--- src/peap_pkg.sv ---
package peap_pkg;

  localparam int ADDR_W = 8;
  localparam int DATA_W = 8;

  // clock and timing figures
  localparam int CLK_PERIOD_NS     = 40;
  localparam int READ_ACCESS_NS    = 300;
  localparam int OE_SETUP_NS       = 10;
  localparam int WRITE_PULSE_NS    = 150;
  localparam int ADDR_HOLD_NS      = 70;
  localparam int BUSY_ASSERT_DELAY_NS = 100;
  localparam int PROGRAM_DURATION_MS  = 40;
  localparam int POWERUP_LOCKOUT_MS   = 10;

  function automatic int cyc_up(input int ns);
    int c;
    c = (ns + CLK_PERIOD_NS - 1) / CLK_PERIOD_NS;
    return (c < 1) ? 1 : c;
  endfunction : cyc_up

  // least times round up, three extra cycles on read and busy wait for pin synchronisers
  localparam int READ_CYC     = cyc_up(READ_ACCESS_NS) + 3;
  localparam int SETUP_CYC    = cyc_up(OE_SETUP_NS);
  localparam int PULSE_CYC    = cyc_up(WRITE_PULSE_NS);
  localparam int HOLD_CYC     = cyc_up(ADDR_HOLD_NS);
  localparam int BUSY_WAIT_CYC = cyc_up(BUSY_ASSERT_DELAY_NS) + 3;
  localparam int PROG_TOUT_DEF = PROGRAM_DURATION_MS * 1000000 / CLK_PERIOD_NS;
  localparam int LOCKOUT_DEF   = POWERUP_LOCKOUT_MS * 1000000 / CLK_PERIOD_NS;
  localparam int CNT_W = 21;

  localparam logic [CNT_W-1:0] CNT_ZERO = 21'h000000;
  localparam logic [CNT_W-1:0] CNT_ONE  = 21'h000001;

  typedef enum logic [0:0] {
    PEAP_MODE_STROBE = 1'b0,
    PEAP_MODE_SELECT = 1'b1
  } peap_wmode_t;

  typedef struct packed {
    logic              write;
    peap_wmode_t       wmode;
    logic [ADDR_W-1:0] addr;
    logic [DATA_W-1:0] wdata;
  } peap_req_t;

  typedef struct packed {
    logic [ADDR_W-1:0] addr;
    logic [DATA_W-1:0] dout;
    logic              dout_oe;
    logic              chip_sel_n;
    logic              out_gate_n;
    logic              wr_strobe_n;
  } peap_pins_t;

  typedef enum logic [2:0] {
    PEAP_IDLE  = 3'b000,
    PEAP_RD    = 3'b001,
    PEAP_SETUP = 3'b010,
    PEAP_PULSE = 3'b011,
    PEAP_HOLD  = 3'b100,
    PEAP_BWAIT = 3'b101,
    PEAP_PROG  = 3'b110
  } peap_state_t;

endpackage : peap_pkg

--- src/peap_sync.sv ---
`timescale 1ns/1ps
module peap_sync #(
  parameter int W = 1
) (
  input  wire logic         mclk,
  input  wire logic         srst,
  input  wire logic [W-1:0] d,
  output logic      [W-1:0] q
);
  logic [W-1:0] s1_reg;
  logic [W-1:0] s2_reg;
  always_ff @(posedge mclk) begin
    if (srst) begin
      s1_reg <= '1;
      s2_reg <= '1;
    end else begin
      s1_reg <= d;
      s2_reg <= s1_reg;
    end
  end
  assign q = s2_reg;
endmodule : peap_sync

--- src/peap_host.sv ---
`timescale 1ns/1ps
module peap_host
  import peap_pkg::*;
#(
  parameter int PROG_TOUT  = PROG_TOUT_DEF,
  parameter int LOCKOUT_CYC = LOCKOUT_DEF
) (
  input  wire logic                    mclk,
  input  wire logic                    srst,
  input  wire logic                    req_valid,
  input  wire peap_pkg::peap_req_t     req,
  output logic                         req_ready,
  output logic                         rsp_valid,
  output logic [peap_pkg::DATA_W-1:0]  rsp_data,
  output logic                         rsp_timeout,
  output logic                         lockout_busy,
  output peap_pkg::peap_pins_t         pins,
  input  wire logic [peap_pkg::DATA_W-1:0] din,
  input  wire logic                    ready_busy_pin
);
  import peap_pkg::*;

  localparam logic [CNT_W-1:0] RD_N    = CNT_W'(READ_CYC);
  localparam logic [CNT_W-1:0] SETUP_N = CNT_W'(SETUP_CYC);
  localparam logic [CNT_W-1:0] PULSE_N = CNT_W'(PULSE_CYC);
  localparam logic [CNT_W-1:0] HOLD_N  = CNT_W'(HOLD_CYC);
  localparam logic [CNT_W-1:0] BWAIT_N = CNT_W'(BUSY_WAIT_CYC);
  localparam logic [CNT_W-1:0] PROG_N  = CNT_W'(PROG_TOUT);
  localparam logic [CNT_W-1:0] LOCK_N  = CNT_W'(LOCKOUT_CYC);

  logic [DATA_W-1:0] din_s;
  logic [0:0]        rb_s;

  peap_sync #(.W(DATA_W)) u_sync_d (
    .mclk (mclk),
    .srst (srst),
    .d    (din),
    .q    (din_s)
  );
  peap_sync #(.W(1)) u_sync_rb (
    .mclk (mclk),
    .srst (srst),
    .d    (ready_busy_pin),
    .q    (rb_s)
  );

  peap_state_t       state_reg,   state_next;
  logic [CNT_W-1:0]  cnt_reg,     cnt_next;
  logic [CNT_W-1:0]  lock_reg,    lock_next;
  peap_pins_t        pins_reg,    pins_next;
  peap_wmode_t       mode_reg,    mode_next;
  logic              ready_reg,   ready_next;
  logic              rv_reg,      rv_next;
  logic [DATA_W-1:0] rd_reg,      rd_next;
  logic              to_reg,      to_next;
  logic              lk_reg,      lk_next;

  function automatic peap_pins_t idle_pins(input peap_pins_t p);
    peap_pins_t q;
    q             = p;
    q.chip_sel_n  = 1'b1;
    q.out_gate_n  = 1'b1;
    q.wr_strobe_n = 1'b1;
    q.dout_oe     = 1'b0;
    return q;
  endfunction : idle_pins

  always_comb begin
    state_next = state_reg;
    cnt_next   = (cnt_reg != CNT_ZERO) ? cnt_reg - CNT_ONE : CNT_ZERO;
    lock_next  = (lock_reg != CNT_ZERO) ? lock_reg - CNT_ONE : CNT_ZERO;
    lk_next    = (lock_next != CNT_ZERO);
    pins_next  = pins_reg;
    mode_next  = mode_reg;
    ready_next = 1'b0;
    rv_next    = 1'b0;
    rd_next    = rd_reg;
    to_next    = 1'b0;
    case (state_reg)
      PEAP_IDLE: begin
        pins_next  = idle_pins(pins_reg);
        // accept only while device shows ready
        ready_next = rb_s[0];
        if (req_valid && ready_reg && rb_s[0]) begin
          ready_next       = 1'b0;
          pins_next.addr   = req.addr;
          mode_next        = req.wmode;
          if (!req.write) begin
            // address stays on the pins for the whole read
            pins_next.chip_sel_n = 1'b0;
            // gate low only for reads, never tied low
            pins_next.out_gate_n = 1'b0;
            cnt_next   = RD_N;
            state_next = PEAP_RD;
          end else if (lock_reg == CNT_ZERO) begin
            // gate held high through the write
            pins_next.dout    = req.wdata;
            pins_next.dout_oe = 1'b1;
            if (req.wmode == PEAP_MODE_SELECT) begin
              pins_next.wr_strobe_n = 1'b0;
            end else begin
              pins_next.chip_sel_n = 1'b0;
            end
            cnt_next   = SETUP_N;
            state_next = PEAP_SETUP;
          end else begin
            to_next = 1'b1;
            rv_next = 1'b1;
          end
        end
      end
      PEAP_RD: begin
        // sample after the access time has run out
        if (cnt_reg == CNT_ONE) begin
          rd_next    = din_s;
          rv_next    = 1'b1;
          pins_next  = idle_pins(pins_reg);
          state_next = PEAP_IDLE;
        end
      end
      PEAP_SETUP: begin
        if (cnt_reg == CNT_ONE) begin
          if (mode_reg == PEAP_MODE_SELECT) begin
            pins_next.chip_sel_n = 1'b0;
          end else begin
            pins_next.wr_strobe_n = 1'b0;
          end
          cnt_next   = PULSE_N;
          state_next = PEAP_PULSE;
        end
      end
      PEAP_PULSE: begin
        if (cnt_reg == CNT_ONE) begin
          if (mode_reg == PEAP_MODE_SELECT) begin
            pins_next.chip_sel_n = 1'b1;
          end else begin
            pins_next.wr_strobe_n = 1'b1;
          end
          cnt_next   = HOLD_N;
          state_next = PEAP_HOLD;
        end
      end
      PEAP_HOLD: begin
        if (cnt_reg == CNT_ONE) begin
          // strobe rise ends a select write
          pins_next  = idle_pins(pins_reg);
          cnt_next   = BWAIT_N;
          state_next = PEAP_BWAIT;
        end
      end
      PEAP_BWAIT: begin
        // busy must show within the assert delay
        if (!rb_s[0]) begin
          cnt_next   = PROG_N;
          state_next = PEAP_PROG;
        end else if (cnt_reg == CNT_ONE) begin
          to_next    = 1'b1;
          rv_next    = 1'b1;
          state_next = PEAP_IDLE;
        end
      end
      PEAP_PROG: begin
        // ready high ends the program cycle
        if (rb_s[0]) begin
          rv_next    = 1'b1;
          state_next = PEAP_IDLE;
        end else if (cnt_reg == CNT_ONE) begin
          to_next    = 1'b1;
          rv_next    = 1'b1;
          state_next = PEAP_IDLE;
        end
      end
      default: begin
        pins_next  = idle_pins(pins_reg);
        state_next = PEAP_IDLE;
      end
    endcase
  end

  always_ff @(posedge mclk) begin
    if (srst) begin
      state_reg <= PEAP_IDLE;
      cnt_reg   <= CNT_ZERO;
      lock_reg  <= LOCK_N;
      pins_reg  <= '{addr: '0, dout: '0, dout_oe: 1'b0, chip_sel_n: 1'b1,
                     out_gate_n: 1'b1, wr_strobe_n: 1'b1};
      mode_reg  <= PEAP_MODE_STROBE;
      ready_reg <= 1'b0;
      rv_reg    <= 1'b0;
      rd_reg    <= '0;
      to_reg    <= 1'b0;
      lk_reg    <= 1'b1;
    end else begin
      state_reg <= state_next;
      cnt_reg   <= cnt_next;
      lock_reg  <= lock_next;
      pins_reg  <= pins_next;
      mode_reg  <= mode_next;
      ready_reg <= ready_next;
      rv_reg    <= rv_next;
      rd_reg    <= rd_next;
      to_reg    <= to_next;
      lk_reg    <= lk_next;
    end
  end

  assign pins         = pins_reg;
  assign req_ready    = ready_reg;
  assign rsp_valid    = rv_reg;
  assign rsp_data     = rd_reg;
  assign rsp_timeout  = to_reg;
  assign lockout_busy = lk_reg;
endmodule : peap_host

--- config.mk ---
export PLATFORM = sky130hd
export DESIGN_NAME = peap_host
export DESIGN_NICKNAME = d
export VERILOG_FILES = /design/src/peap_pkg.sv /design/src/peap_sync.sv /design/src/peap_host.sv
export SDC_FILE = /design/constraint.sdc
export NUM_CORES = 1
export LEC_CHECK = 0
export BUFFER_PORTS_ARGS = -buffer_cell sky130_fd_sc_hd__buf_4
export CAP_MARGIN = 10
export CELL_PAD_IN_SITES_DETAIL_PLACEMENT = 2
export CELL_PAD_IN_SITES_GLOBAL_PLACEMENT = 2
export CORE_UTILIZATION = 35
export CTS_BUF_LIST = sky130_fd_sc_hd__clkbuf_8
export CTS_CLUSTER_SIZE = 10
export DETAILED_ROUTE_END_ITERATION = 10
export PLACE_DENSITY = 0.86
export REMOVE_ABC_BUFFERS = 1
export SLEW_MARGIN = 15
export SYNTH_ARGS = -nofsm -noshare
export SYNTH_HDL_FRONTEND = slang
export SYNTH_SLANG_ARGS = --single-unit
--- constraint.sdc ---
create_clock -name mclk -period 2.62 [get_ports mclk]
set_clock_uncertainty 0.1 [all_clocks]
set_input_delay 0.131 -clock mclk [delete_from_list [all_inputs] [get_ports mclk]]
set_output_delay 0.131 -clock mclk [all_outputs]
set_load 0.1 [all_outputs]
Yosys cells after proc, flatten, opt, wreduce, memory -nomap -nowiden
Index checks and enable logic that the tools add are counted.
Operators by class
  bitwise operators: 4
  add/subtract/negate cells: 2
  mux-type cells: 51
  reductions and logical operators: 19
  eq/ne operators: 17
Operator list (count)
  21-bit 2-to-1 mux: 9
  21-bit case mux with 5 select lines: 1
  21-bit nonzero test: 3
  17-bit case mux with 3 select lines: 1
  21-bit by 1-bit subtractor with 21-bit output, second input constant: 2
  3-bit 2-to-1 mux: 9
  21-bit by 1-bit == test with 1-bit output, second input constant: 1
  21-bit logical NOT: 1
  1-bit 2-to-1 mux: 21
  3-bit case mux with 7 select lines: 1
  20-bit 2-to-1 mux: 1
  6-bit AND reduction: 3
  2-bit inequality test, second input constant: 8
  10-bit 2-to-1 mux: 1
  1-bit case mux with 5 select lines: 2
  3-bit == test, second input constant: 3
  9-bit 2-to-1 mux: 1
  3-bit by 2-bit == test with 1-bit output, second input constant: 2
  1-bit case mux with 3 select lines: 2
  2-bit AND reduction: 3
  5-bit AND reduction: 1
  4-bit 2-to-1 mux: 1
  1-bit inverter: 4
  1-bit case mux with 4 select lines: 1
  9 further kinds: 11
Word-level totals
  bits of input ports: 30
  bits in registers: 96
  logic and storage cells: 112

Logic depth before layout (Yosys ltp)
Gate-level depths: netlist of the first run.
  depth in word-level cells: 6
  depth in mapped cells: 8
  mapped depth without buffers: 8

By module
From an unflattened synthesis of the first run, not the netlist that was laid out.
Unflattened totals
  cell total of the unflattened synthesis: 502
  area total of the unflattened synthesis: 4388.0 µm²
Modules (own cells, without submodules)
  peap_host: area an instance 3903.7 µm², cells each 465, instances 1
  peap_sync (u_sync_d): area an instance 431.7 µm², cells each 33, instances 1
  peap_sync (u_sync_rb): area an instance 52.6 µm², cells each 4, instances 1

Worst setup path before layout of the first run
No wires, ideal clock.
  path type: reg2reg
  from: reg cnt_reg[13]
  to: reg rd_reg[0] (netlist: rsp_data[0])
  setup time: 0.128 ns
  arrival: 2.121 ns
  cell stages (with the launch flop): 8
  required time: 2.392 ns
  clock period less this slack: 2.349 ns
  slack: 0.271 ns
  cell sequence: dfxtp_1 or4_4 nor4b_4 nand4_4 or3_1 buf_6 nand2_1 a21oi_1
On the way
  word-level cells in the longest chain between the ends: 2
Ends and longest elaborated chain
  start: declaration: line peap_host.sv:48  | logic [CNT_W-1:0] cnt_reg, cnt_next;
  start signal: assignment: line peap_host.sv:195  | cnt_reg <= cnt_next;
  21-bit by 1-bit == test with 1-bit output: line peap_host.sv:114  | if (cnt_reg == CNT_ONE) begin
  2-bit AND reduction (no line)
  end signal: assignment: line peap_host.sv:201  | rd_reg <= rd_next;
  end: declaration: line peap_host.sv:54  | logic [DATA_W-1:0] rd_reg, rd_next;
No other way between the ends.
A chain may end at the register's enable or synchronous reset.

Worst setup path in the final report of the first run
  from: reg cnt_reg[13]
  to: reg state_reg[0]
On the way
  word-level cells in the longest chain between the ends: 4
  elaborated cells on any way between the ends: 9
  classes of those cells: 4 x eq/ne; 4 x mux; 1 x reduce/logical
Ends and longest elaborated chain
  21-bit by 1-bit == test with 1-bit output (*)
  3-bit 2-to-1 mux
  3-bit 2-to-1 mux (on tied branches)
  3-bit case mux with 7 select lines
  end signal: assignment: line peap_host.sv:194  | state_reg <= state_next;
  end: declaration: line peap_host.sv:47  | peap_state_t state_reg, state_next;
Every way passes the cells marked *; elsewhere a longest branch is shown, timed or not.

==> results.json, run 1 <==
{
  "status": "completed",
  "clkSinkCount": 96,
  "cp.required_ns": 2.81,
  "die_x_um": 114,
  "critical_path_arrival_ns": 2.75,
  "yosys_warnings": 0,
  "r2r_slack_ns": 0.06,
  "rows": 40,
  "p_per_area_mw_per_mm2": 1000,
  "ctsRootBufferMaster": "clkbuf_8",
  "path_clk_slew_ns": 0.11,
  "period_share_pct": 97.7,
  "die_h_um": 114,
  "finalWirelength_um": 18500,
  "worst_pin_slew_ns": 0.720,
  "layout.cells.non_filler": 811,
  "coreArea_sq_mm": 0.0122,
  "gp_congestion": 0.859,
  "initial_core_util_pct": 36.4,
  "period_needed_ns": 2.56,
  "layout-drive-gt1-share_pct": 23.8,
  "synth-main-ff-cell": "dfxtp_1",
  "wl_per_cell_um": 22.8,
  "layout_setup_ws_ns": 0.0602,
  "hold_viol_final": 0,
  "ys_seq_area_share_pct": 43.4,
  "maxCapViolCount": 0,
  "hp-start": "req[17]",
  "insertedDiodeCount": 0,
  "final_cell_mix": "96 x dfxtp_1, 92 x buf_4, 72 x nand2_1",
  "die_area_sq_mm": 0.0131,
  "syn2layout_area_growth_pct": 29.4,
  "rr_startpoint": "cnt_reg[13]",
  "min_path_type": "in -> reg",
  "peakVddDrop_v": 0.000422,
  "num_io_pins": 62,
  "routed_via_density": 5.56,
  "cts-buffers-inserted": 9,
  "grt_usage_pct": 29.6,
  "timing.hold.ws_ns": 0.0409,
  "dr.first_iter.drc_count": 195,
  "cts_tree": "done",
  "synth_edf_count": 0,
  "port_buffers": 61,
  "postRouteAntennaNets": 0,
  "clkLatencyLatePin_ns": 0.42,
  "setup_viol_count_final": 0,
  "antenna_found_initial": 0,
  "cp_max_fo": 4,
  "firstDrtPassIters": 4,
  "ys_top_cells_by_area": "dfxtp_1 43%, nand2_1 6.1%, a21oi_1 5.3%",
  "fmax_ghz": 0.391,
  "synthArstFlopShare_pct": 0,
  "worstSetupStartpoint": "cnt_reg[13]",
  "rr_endpoint": "state_reg[0]",
  "placed_cells": 768,
  "critPathKind": "reg -> reg",
  "nets": 673,
  "ys_ff_latch": 96,
  "synth.distinct_cells": 59,
  "htreeDepth": 3,
  "final_common_cell": "dfxtp_1",
  "finalPower_w": 0.00573,
  "syn_inst": 533,
  "clockBufferDepth": 2,
  "synth_area_leader_cell": "dfxtp_1",
  "syn_area_sq_mm": 0.00443,
  "seq_area_sq_mm": 0.00192,
  "drc": 0,
  "multiInputGateArea_sq_mm": 0.00238,
  "slew_viol_final": 0,
  "p_leak_nw": 2.19,
  "grt_pass1_wl_um": 29000,
  "nFillCells": 1356,
  "vias": 4506,
  "cp-end-kind": "register",
  "endpoint": "state_reg[0]",
  "grt_max_degree": 73,
  "pre_cts_ws_ns": 0.0756,
  "slew_headroom_pct": 52.0,
  "synth_top_area_share_pct": 43.4,
  "grt_pass1_vias": 5115,
  "worst-r2r-cell-count": 7,
  "syn_area_per_cell_sq_um": 8.31,
  "cp-start-kind": "register",
  "dpl.hpwl_um": 10900,
  "grt-ovfl-total": 0
}
## what timing repair did
item                                    4_1_cts  5_1_grt
pin swaps                                     0        1
buffers inserted                              0        1
endpoints found under the setup margin        2       16
endpoints found under the hold margin        26        0
hold buffers                                 26        0
gates resized for setup                       3        6
## through the flow
| stage | setup TNS, ns | cell area (sq um) | util [%] |
|---|---|---|---|
| 3_3_place_gp | 0 | 5220 | 42.9 |
| 6_report | 0 | 5730 | 47.1 |
| 3_5_place_dp | 0 | 5220 | 42.9 |
| 4_1_cts | 0 | 5700 | 46.8 |
| 2_1_floorplan | 0 | 4310 | - |
| 5_1_grt | -0.00402 | 5730 | 47.1 |
## worst min-delay path by stage
stage,slack [ns],cells past startpoint,to
3_3_place_gp,0.22,2,u_sync_d.s1_reg[1]
4_1_cts,0.01,3,pins[1]
2_1_floorplan,0.1,1,rsp_timeout
5_1_grt,0.03,3,pins[1]
3_5_place_dp,0.22,2,u_sync_d.s1_reg[0]
6_report,0.04,3,pins[1]
## logic make-up (layout without fill, tap and decap cells)
group                    count (synthesis)  after routing  synth area share (%)
multiplexers                             2              2                 0.452
buffers and inverters                   34            144                  3.45
flip-flops                              96             96                  43.4
XOR/XNOR                                34             34                  6.73
AND/OR/NAND/NOR                        251            251                  29.1
adder cells (fa/ha/maj)                  5              5                  1.41
AO/OA/AOI/OAI                          111            111                  15.5
## area by class of cell
class	count	area share [%]
repair buffers	119	17.0
multi-input cells	403	41.6
inverters	9	0.590
clock buffers	9	2.16
clock inverters	7	1.46
well taps	168	3.67
flip-flops and latches	96	33.6
## where the power goes
part	internal, W	leakage, nW	switching [W]
combinational	0.00100	1.31	0.00168
sequential	0.00168	0.784	0.000255
clock	0.000463	0.103	0.000653
total	0.00315	2.19	0.00259
## routing by layer
metal	global-route usage (%)	vias to the layer above	share of wire [%]
met5	0	-	0
met4	13.5	0	2.7
met3	6.46	41	3.6
met2	56.3	114	55
met1	31.0	2282	38
li1	-	2069	-
## cell usage after synthesis, types with 6 or more instances
library cell  count
or3_1             7
clkbuf_1         18
xor2_1           14
nor2_1           58
inv_1             8
o21ai_0          22
xnor2_1          20
nand3_1          13
nor4_1            8
o31ai_1           6
or2_2            23
dfxtp_1          96
nand4_1           7
nand2_1          72
a21oi_1          47
and3_1            6
nor3_1           27
## critical path, stage by stage (launching register included)
cell	delay, ns
dfxtp_1	0.36
or4_4	0.58
nor4b_4	0.36
buf_4	0.22
nand3_1	0.16
a22oi_1	0.21
nor2_1	0.08
a2111oi_2	0.36
Note: power is estimated with default switching activity, not from simulation.
==> inputs of run 2 (changes only) <==
--- a/config.mk
+++ b/config.mk
@@ -7,13 +7,12 @@
 export LEC_CHECK = 0
 export BUFFER_PORTS_ARGS = -buffer_cell sky130_fd_sc_hd__buf_4
 export CAP_MARGIN = 10
-export CELL_PAD_IN_SITES_DETAIL_PLACEMENT = 2
-export CELL_PAD_IN_SITES_GLOBAL_PLACEMENT = 2
-export CORE_UTILIZATION = 35
+export CORE_ASPECT_RATIO = 0.7
+export CORE_UTILIZATION = 39
 export CTS_BUF_LIST = sky130_fd_sc_hd__clkbuf_8
 export CTS_CLUSTER_SIZE = 10
 export DETAILED_ROUTE_END_ITERATION = 10
-export PLACE_DENSITY = 0.86
+export PLACE_DENSITY = 0.63
 export REMOVE_ABC_BUFFERS = 1
 export SLEW_MARGIN = 15
 export SYNTH_ARGS = -nofsm -noshare
==> run 2 against run 1 <==
  * Register-to-register slack improved by 0.11 ns
  * Critical path depth did not move
  * Wire length fell by 37%
  * Sequential share of layout area rose by 0.54 points
  * Total power fell by 5.9%
  * Combinational power fell by 9.3%
  * Final area fell by 1.6%
  * Flip-flop and latch count did not move
  * Utilization rose by 3.9 points
  * Global-route usage fell by 9.0 points
  * Die area fell by 10%
  * Cell count fell by 2.7%
==> results.json, run 2 (synthesis gave the netlist of run 1 again) <==
{
  "period_needed_ns": 2.45,
  "hold_viol_final": 0,
  "grt_max_degree": 56,
  "final_common_cell": "dfxtp_1",
  "layout-drive-gt1-share_pct": 22.0,
  "ctsRootBufferMaster": "clkbuf_8",
  "cp-end-kind": "register",
  "peakVddDrop_v": 0.000472,
  "final_cell_mix": "96 x dfxtp_1, 85 x buf_4, 72 x nand2_1",
  "maxCapViolCount": 0,
  "finalWirelength_um": 11700,
  "gp_congestion": 0.926,
  "cts-buffers-inserted": 9,
  "clkLatencyLatePin_ns": 0.37,
  "critPathKind": "reg -> reg",
  "slew_viol_final": 0,
  "critical_path_arrival_ns": 2.60,
  "rsz0062_at_grt": "no",
  "min_path_type": "in -> reg",
  "worst_pin_slew_ns": 0.810,
  "die_area_sq_mm": 0.0118,
  "status": "completed",
  "rows": 32,
  "dr.first_iter.drc_count": 270,
  "path_clk_slew_ns": 0.10,
  "setup_tns_ns": 0,
  "p_leak_nw": 2.16,
  "htreeDepth": 3,
  "period_share_pct": 93.5,
  "cp_max_fo": 8,
  "cp-start-kind": "register",
  "routed_via_density": 5.25,
  "clkSinkCount": 96,
  "firstDrtPassIters": 5,
  "drc": 0,
  "grt-ovfl-total": 0,
  "num_io_pins": 62,
  "clockBufferDepth": 2,
  "vias": 4145,
  "port_buffers": 61,
  "insertedDiodeCount": 0,
  "slew_headroom_pct": 45.5,
  "pre_cts_ws_ns": 0.147,
  "syn2layout_area_growth_pct": 27.3,
  "initial_core_util_pct": 40.1,
  "die_h_um": 91.2,
  "postRouteAntennaNets": 0,
  "antenna_found_initial": 0,
  "die_x_um": 129,
  "coreArea_sq_mm": 0.0111,
  "grt_pass1_vias": 3808,
  "fmax_ghz": 0.408,
  "cp.required_ns": 2.77,
  "setup_viol_count_final": 0,
  "nets": 666,
  "dpl.hpwl_um": 8140,
  "layout_setup_ws_ns": 0.171,
  "p_per_area_mw_per_mm2": 957,
  "grt_pass1_wl_um": 19100,
  "grt_usage_pct": 20.6,
  "wl_per_cell_um": 14.8,
  "cts_tree": "done"
}
run 2: power breakdown:
part           leakage, nW  internal [W]  switching [W]
Sequential           0.784       0.00168       0.000222
Combinational         1.27      0.000954        0.00148
Clock                0.111      0.000473       0.000588
run 2: repair_timing:
action	CTS	global route
hold buffers	26	0
setup endpoints to repair	0	11
setup buffers	0	1
endpoints found under the hold margin	26	0
gates resized for setup	0	0
run 2: routing by layer:
metal | wire [um] | part of all wire, % | GRT usage [%] | vias up
met2 | 4880 | 42 | 29.2 | 177
met3 | 993 | 8.5 | 6.19 | 9
met1 | 5730 | 49 | 30.3 | 1902
li1 | - | - | - | 2057
met4 | 87 | 0.74 | 4.51 | 0
met5 | 0 | 0 | 0 | -
run 2: path summary, 6_finish.rpt:
check,end,start,cells after the start,slack [ns]
setup reg to reg,rsp_data[5],cnt_reg[13],7,0.17
setup / recovery,rsp_data[5],cnt_reg[13],7,0.17
hold / removal,pins[1],req[17],3,0.07
hold reg to reg,u_sync_d.q[2],u_sync_d.s1_reg[2],1,0.32
run 2: cell type report:
cell class / count / area (sq um)
Fill cell: 1027 / 5410
Multi-Input combinational cell: 403 / 2350
Sequential cell: 96 / 1920
Timing Repair Buffer: 112 / 918
Tap cell: 153 / 191
Clock buffer: 9 / 124
Clock inverter: 7 / 95.1
Inverter: 9 / 33.8
run 2: worst max-delay path, cell delays in order (launching register included):
cell     delay, ns
dfxtp_1       0.35
or4_4         0.56
nor4b_4       0.33
buf_4         0.19
nand4_4       0.09
or3_1         0.50
nand2_1       0.13
a21oi_1       0.06
run 2: per-stage QoR:
step           hold WS [ns]  total power (W)  util [%]  std cells  area, sq um
2_1_floorplan        0.0999          0.00356         -        508         4310
3_3_place_gp          0.215          0.00421      46.6        746         5150
5_1_grt              0.0569          0.00573      51.0        789         5640
3_5_place_dp          0.219          0.00425      46.6        746         5150
6_report             0.0721          0.00540      51.0        789         5640
4_1_cts              0.0476          0.00536      51.0        788         5630
==> inputs of run 3 (changes only) <==
==> constraint.sdc (replaced) <==
create_clock -name mclk -period 3 [get_ports mclk]
set_clock_uncertainty 0.1 [all_clocks]
set_input_delay 0.15 -clock mclk [delete_from_list [all_inputs] [get_ports mclk]]
set_output_delay 0.15 -clock mclk [all_outputs]
set_load 0.1 [all_outputs]
==> run 3 against run 2 <==
  * Worst setup slack improved by 0.099 ns
  * Non-clock buffer count decreased by 15
  * Utilization decreased by 1.1 points
  * Cell count decreased by 1.9%
  * Flip-flop and latch count unchanged
  * First-iteration DRC count increased by 8.5%
  * Via count decreased by 1.9%
  * Critical path type unchanged
  * Critical endpoint is now cnt_reg[15]
==> results.json, run 3 (synthesis gave the netlist of run 1 again) <==
{
  "grt_pass1_vias": 3715,
  "p_per_area_mw_per_mm2": 831,
  "setup_viol_count_final": 0,
  "htreeDepth": 3,
  "fmax_ghz": 0.366,
  "layout_setup_ws_ns": 0.270,
  "rows": 32,
  "critical_path_arrival_ns": 2.87,
  "slew_headroom_pct": 54.0,
  "status": "completed",
  "peakVddDrop_v": 0.000364,
  "final_common_cell": "dfxtp_1",
  "cp-start-kind": "register",
  "min_path_type": "in -> reg",
  "die_x_um": 129,
  "setup_tns_ns": 0,
  "antenna_found_initial": 0,
  "hp-start": "req[17]",
  "gp_congestion": 0.891,
  "rr_startpoint": "lock_reg[4]",
  "r2r_slack_ns": 0.27,
  "hold_path_end": "pins[1]",
  "dpl.hpwl_um": 7670,
  "syn2layout_area_growth_pct": 24.5,
  "p_sw_w": 0.00194,
  "critPathKind": "reg -> reg",
  "num_io_pins": 62,
  "period_needed_ns": 2.73,
  "coreArea_sq_mm": 0.0111,
  "maxCapViolCount": 0,
  "combPwrFrac_pct": 43.8,
  "p_clk_share_pct": 20.0,
  "finalWirelength_um": 11100,
  "clkLatencyLatePin_ns": 0.37,
  "ctsRootBufferMaster": "clkbuf_8",
  "clkSinkCount": 96,
  "dr.first_iter.drc_count": 293,
  "pre_cts_ws_ns": 0.323,
  "postRouteAntennaNets": 0,
  "grt_pass1_wl_um": 18500,
  "final_cell_mix": "96 x dfxtp_1, 72 x nand2_1, 71 x buf_4",
  "intPower_w": 0.00264,
  "insertedDiodeCount": 0,
  "vias": 4065,
  "seqPwrFrac_pct": 36.2,
  "hold_depth": 3,
  "slew_viol_final": 0,
  "period_share_pct": 91.0,
  "worst_pin_slew_ns": 0.690,
  "wl_per_cell_um": 14.3,
  "cp_max_fo": 10,
  "grt-ovfl-total": 0,
  "firstDrtPassIters": 5,
  "timing.hold.ws_ns": 0.0971,
  "die_h_um": 91.2,
  "clockBufferDepth": 2,
  "rsz0062_at_grt": "no",
  "layout-drive-gt1-share_pct": 20.1,
  "nets": 651,
  "routed_via_density": 5.25,
  "hold_viol_final": 0,
  "die_area_sq_mm": 0.0118,
  "grt_usage_pct": 20.1,
  "grt_max_degree": 73,
  "rr_endpoint": "cnt_reg[15]",
  "swShare_pct": 42.3,
  "cts_tree": "done",
  "cp-end-kind": "register",
  "drc": 0,
  "worst-r2r-cell-count": 6,
  "cts-buffers-inserted": 9,
  "port_buffers": 61,
  "p_leak_nw": 2.09,
  "initial_core_util_pct": 40.1,
  "cp.required_ns": 3.14,
  "path_clk_slew_ns": 0.10
}
[run 3: cell count changes in the layout (fill, tap and decap cells not counted)]
cell	before	now
buf_12	1	0
buf_4	85	71
inv_6	3	2
clkinv_4	0	1
[run 3: power groups by stage]
stage          Combinational [W]  Clock, W  Sequential, W
3_5_place_dp             0.00196         0        0.00168
3_3_place_gp             0.00194         0        0.00168
5_1_grt                  0.00221  0.000992        0.00169
6_report                 0.00201  0.000916        0.00166
2_1_floorplan            0.00123         0        0.00188
4_1_cts                  0.00199  0.000944        0.00165
[run 3: per-layer routing]
metal	share of wire [%]	global-route usage [%]	up-vias
met1	49	29.4	1875
met4	1.0	5.29	0
li1	-	-	2037
met2	42	28.7	147
met5	0	0	-
met3	8.6	5.54	6
[run 3: worst max path at each step]
| stage | from | end | slack [ns] | cells past startpoint |
|---|---|---|---|---|
| 6_report | lock_reg[4] | cnt_reg[15] | 0.27 | 6 |
| 5_1_grt | lock_reg[5] | cnt_reg[15] | 0.05 | 6 |
| 4_1_cts | lock_reg[4] | cnt_reg[15] | 0.29 | 6 |
| 3_3_place_gp | cnt_reg[13] | rsp_data[1] | 0.38 | 6 |
| 3_5_place_dp | lock_reg[4] | cnt_reg[15] | 0.32 | 6 |
| 2_1_floorplan | req_ready | pins[10] | 0.64 | 5 |
[run 3: what timing repair did]
item / in CTS / in global routing
hold buffers: 26 / 0
setup endpoints to repair: 0 / 0
gates resized for setup: 0 / 0
endpoints found under the hold margin: 26 / 0
setup buffers: 0 / 0
[run 3: layout make-up]
type	count	area [sq um]
repair buffers	97	793
clock inverters	7	95.1
multi-input cells	403	2350
inverters	9	33.8
fillers	1062	5540
flip-flops and latches	96	1920
clock buffers	9	124
well taps	153	191
[run 3: critical path: stages, from the launching register on]
cell      delay, ns
dfxtp_1        0.38
nor4_2         0.47
nand4_1        0.33
o31ai_1        0.62
nand3_1        0.23
a21boi_4       0.36
nor3_1         0.12
[run 3: through the flow]
step	instance area [sq um]	power, W	utilization [%]	instances
final	5510	0.00458	49.9	774
after global routing	5510	0.00488	49.9	774
after CTS	5510	0.00459	49.9	774
after detailed placement	5030	0.00364	45.6	732
after global placement	5030	0.00361	45.6	732
after floorplan	4310	0.00311	-	508
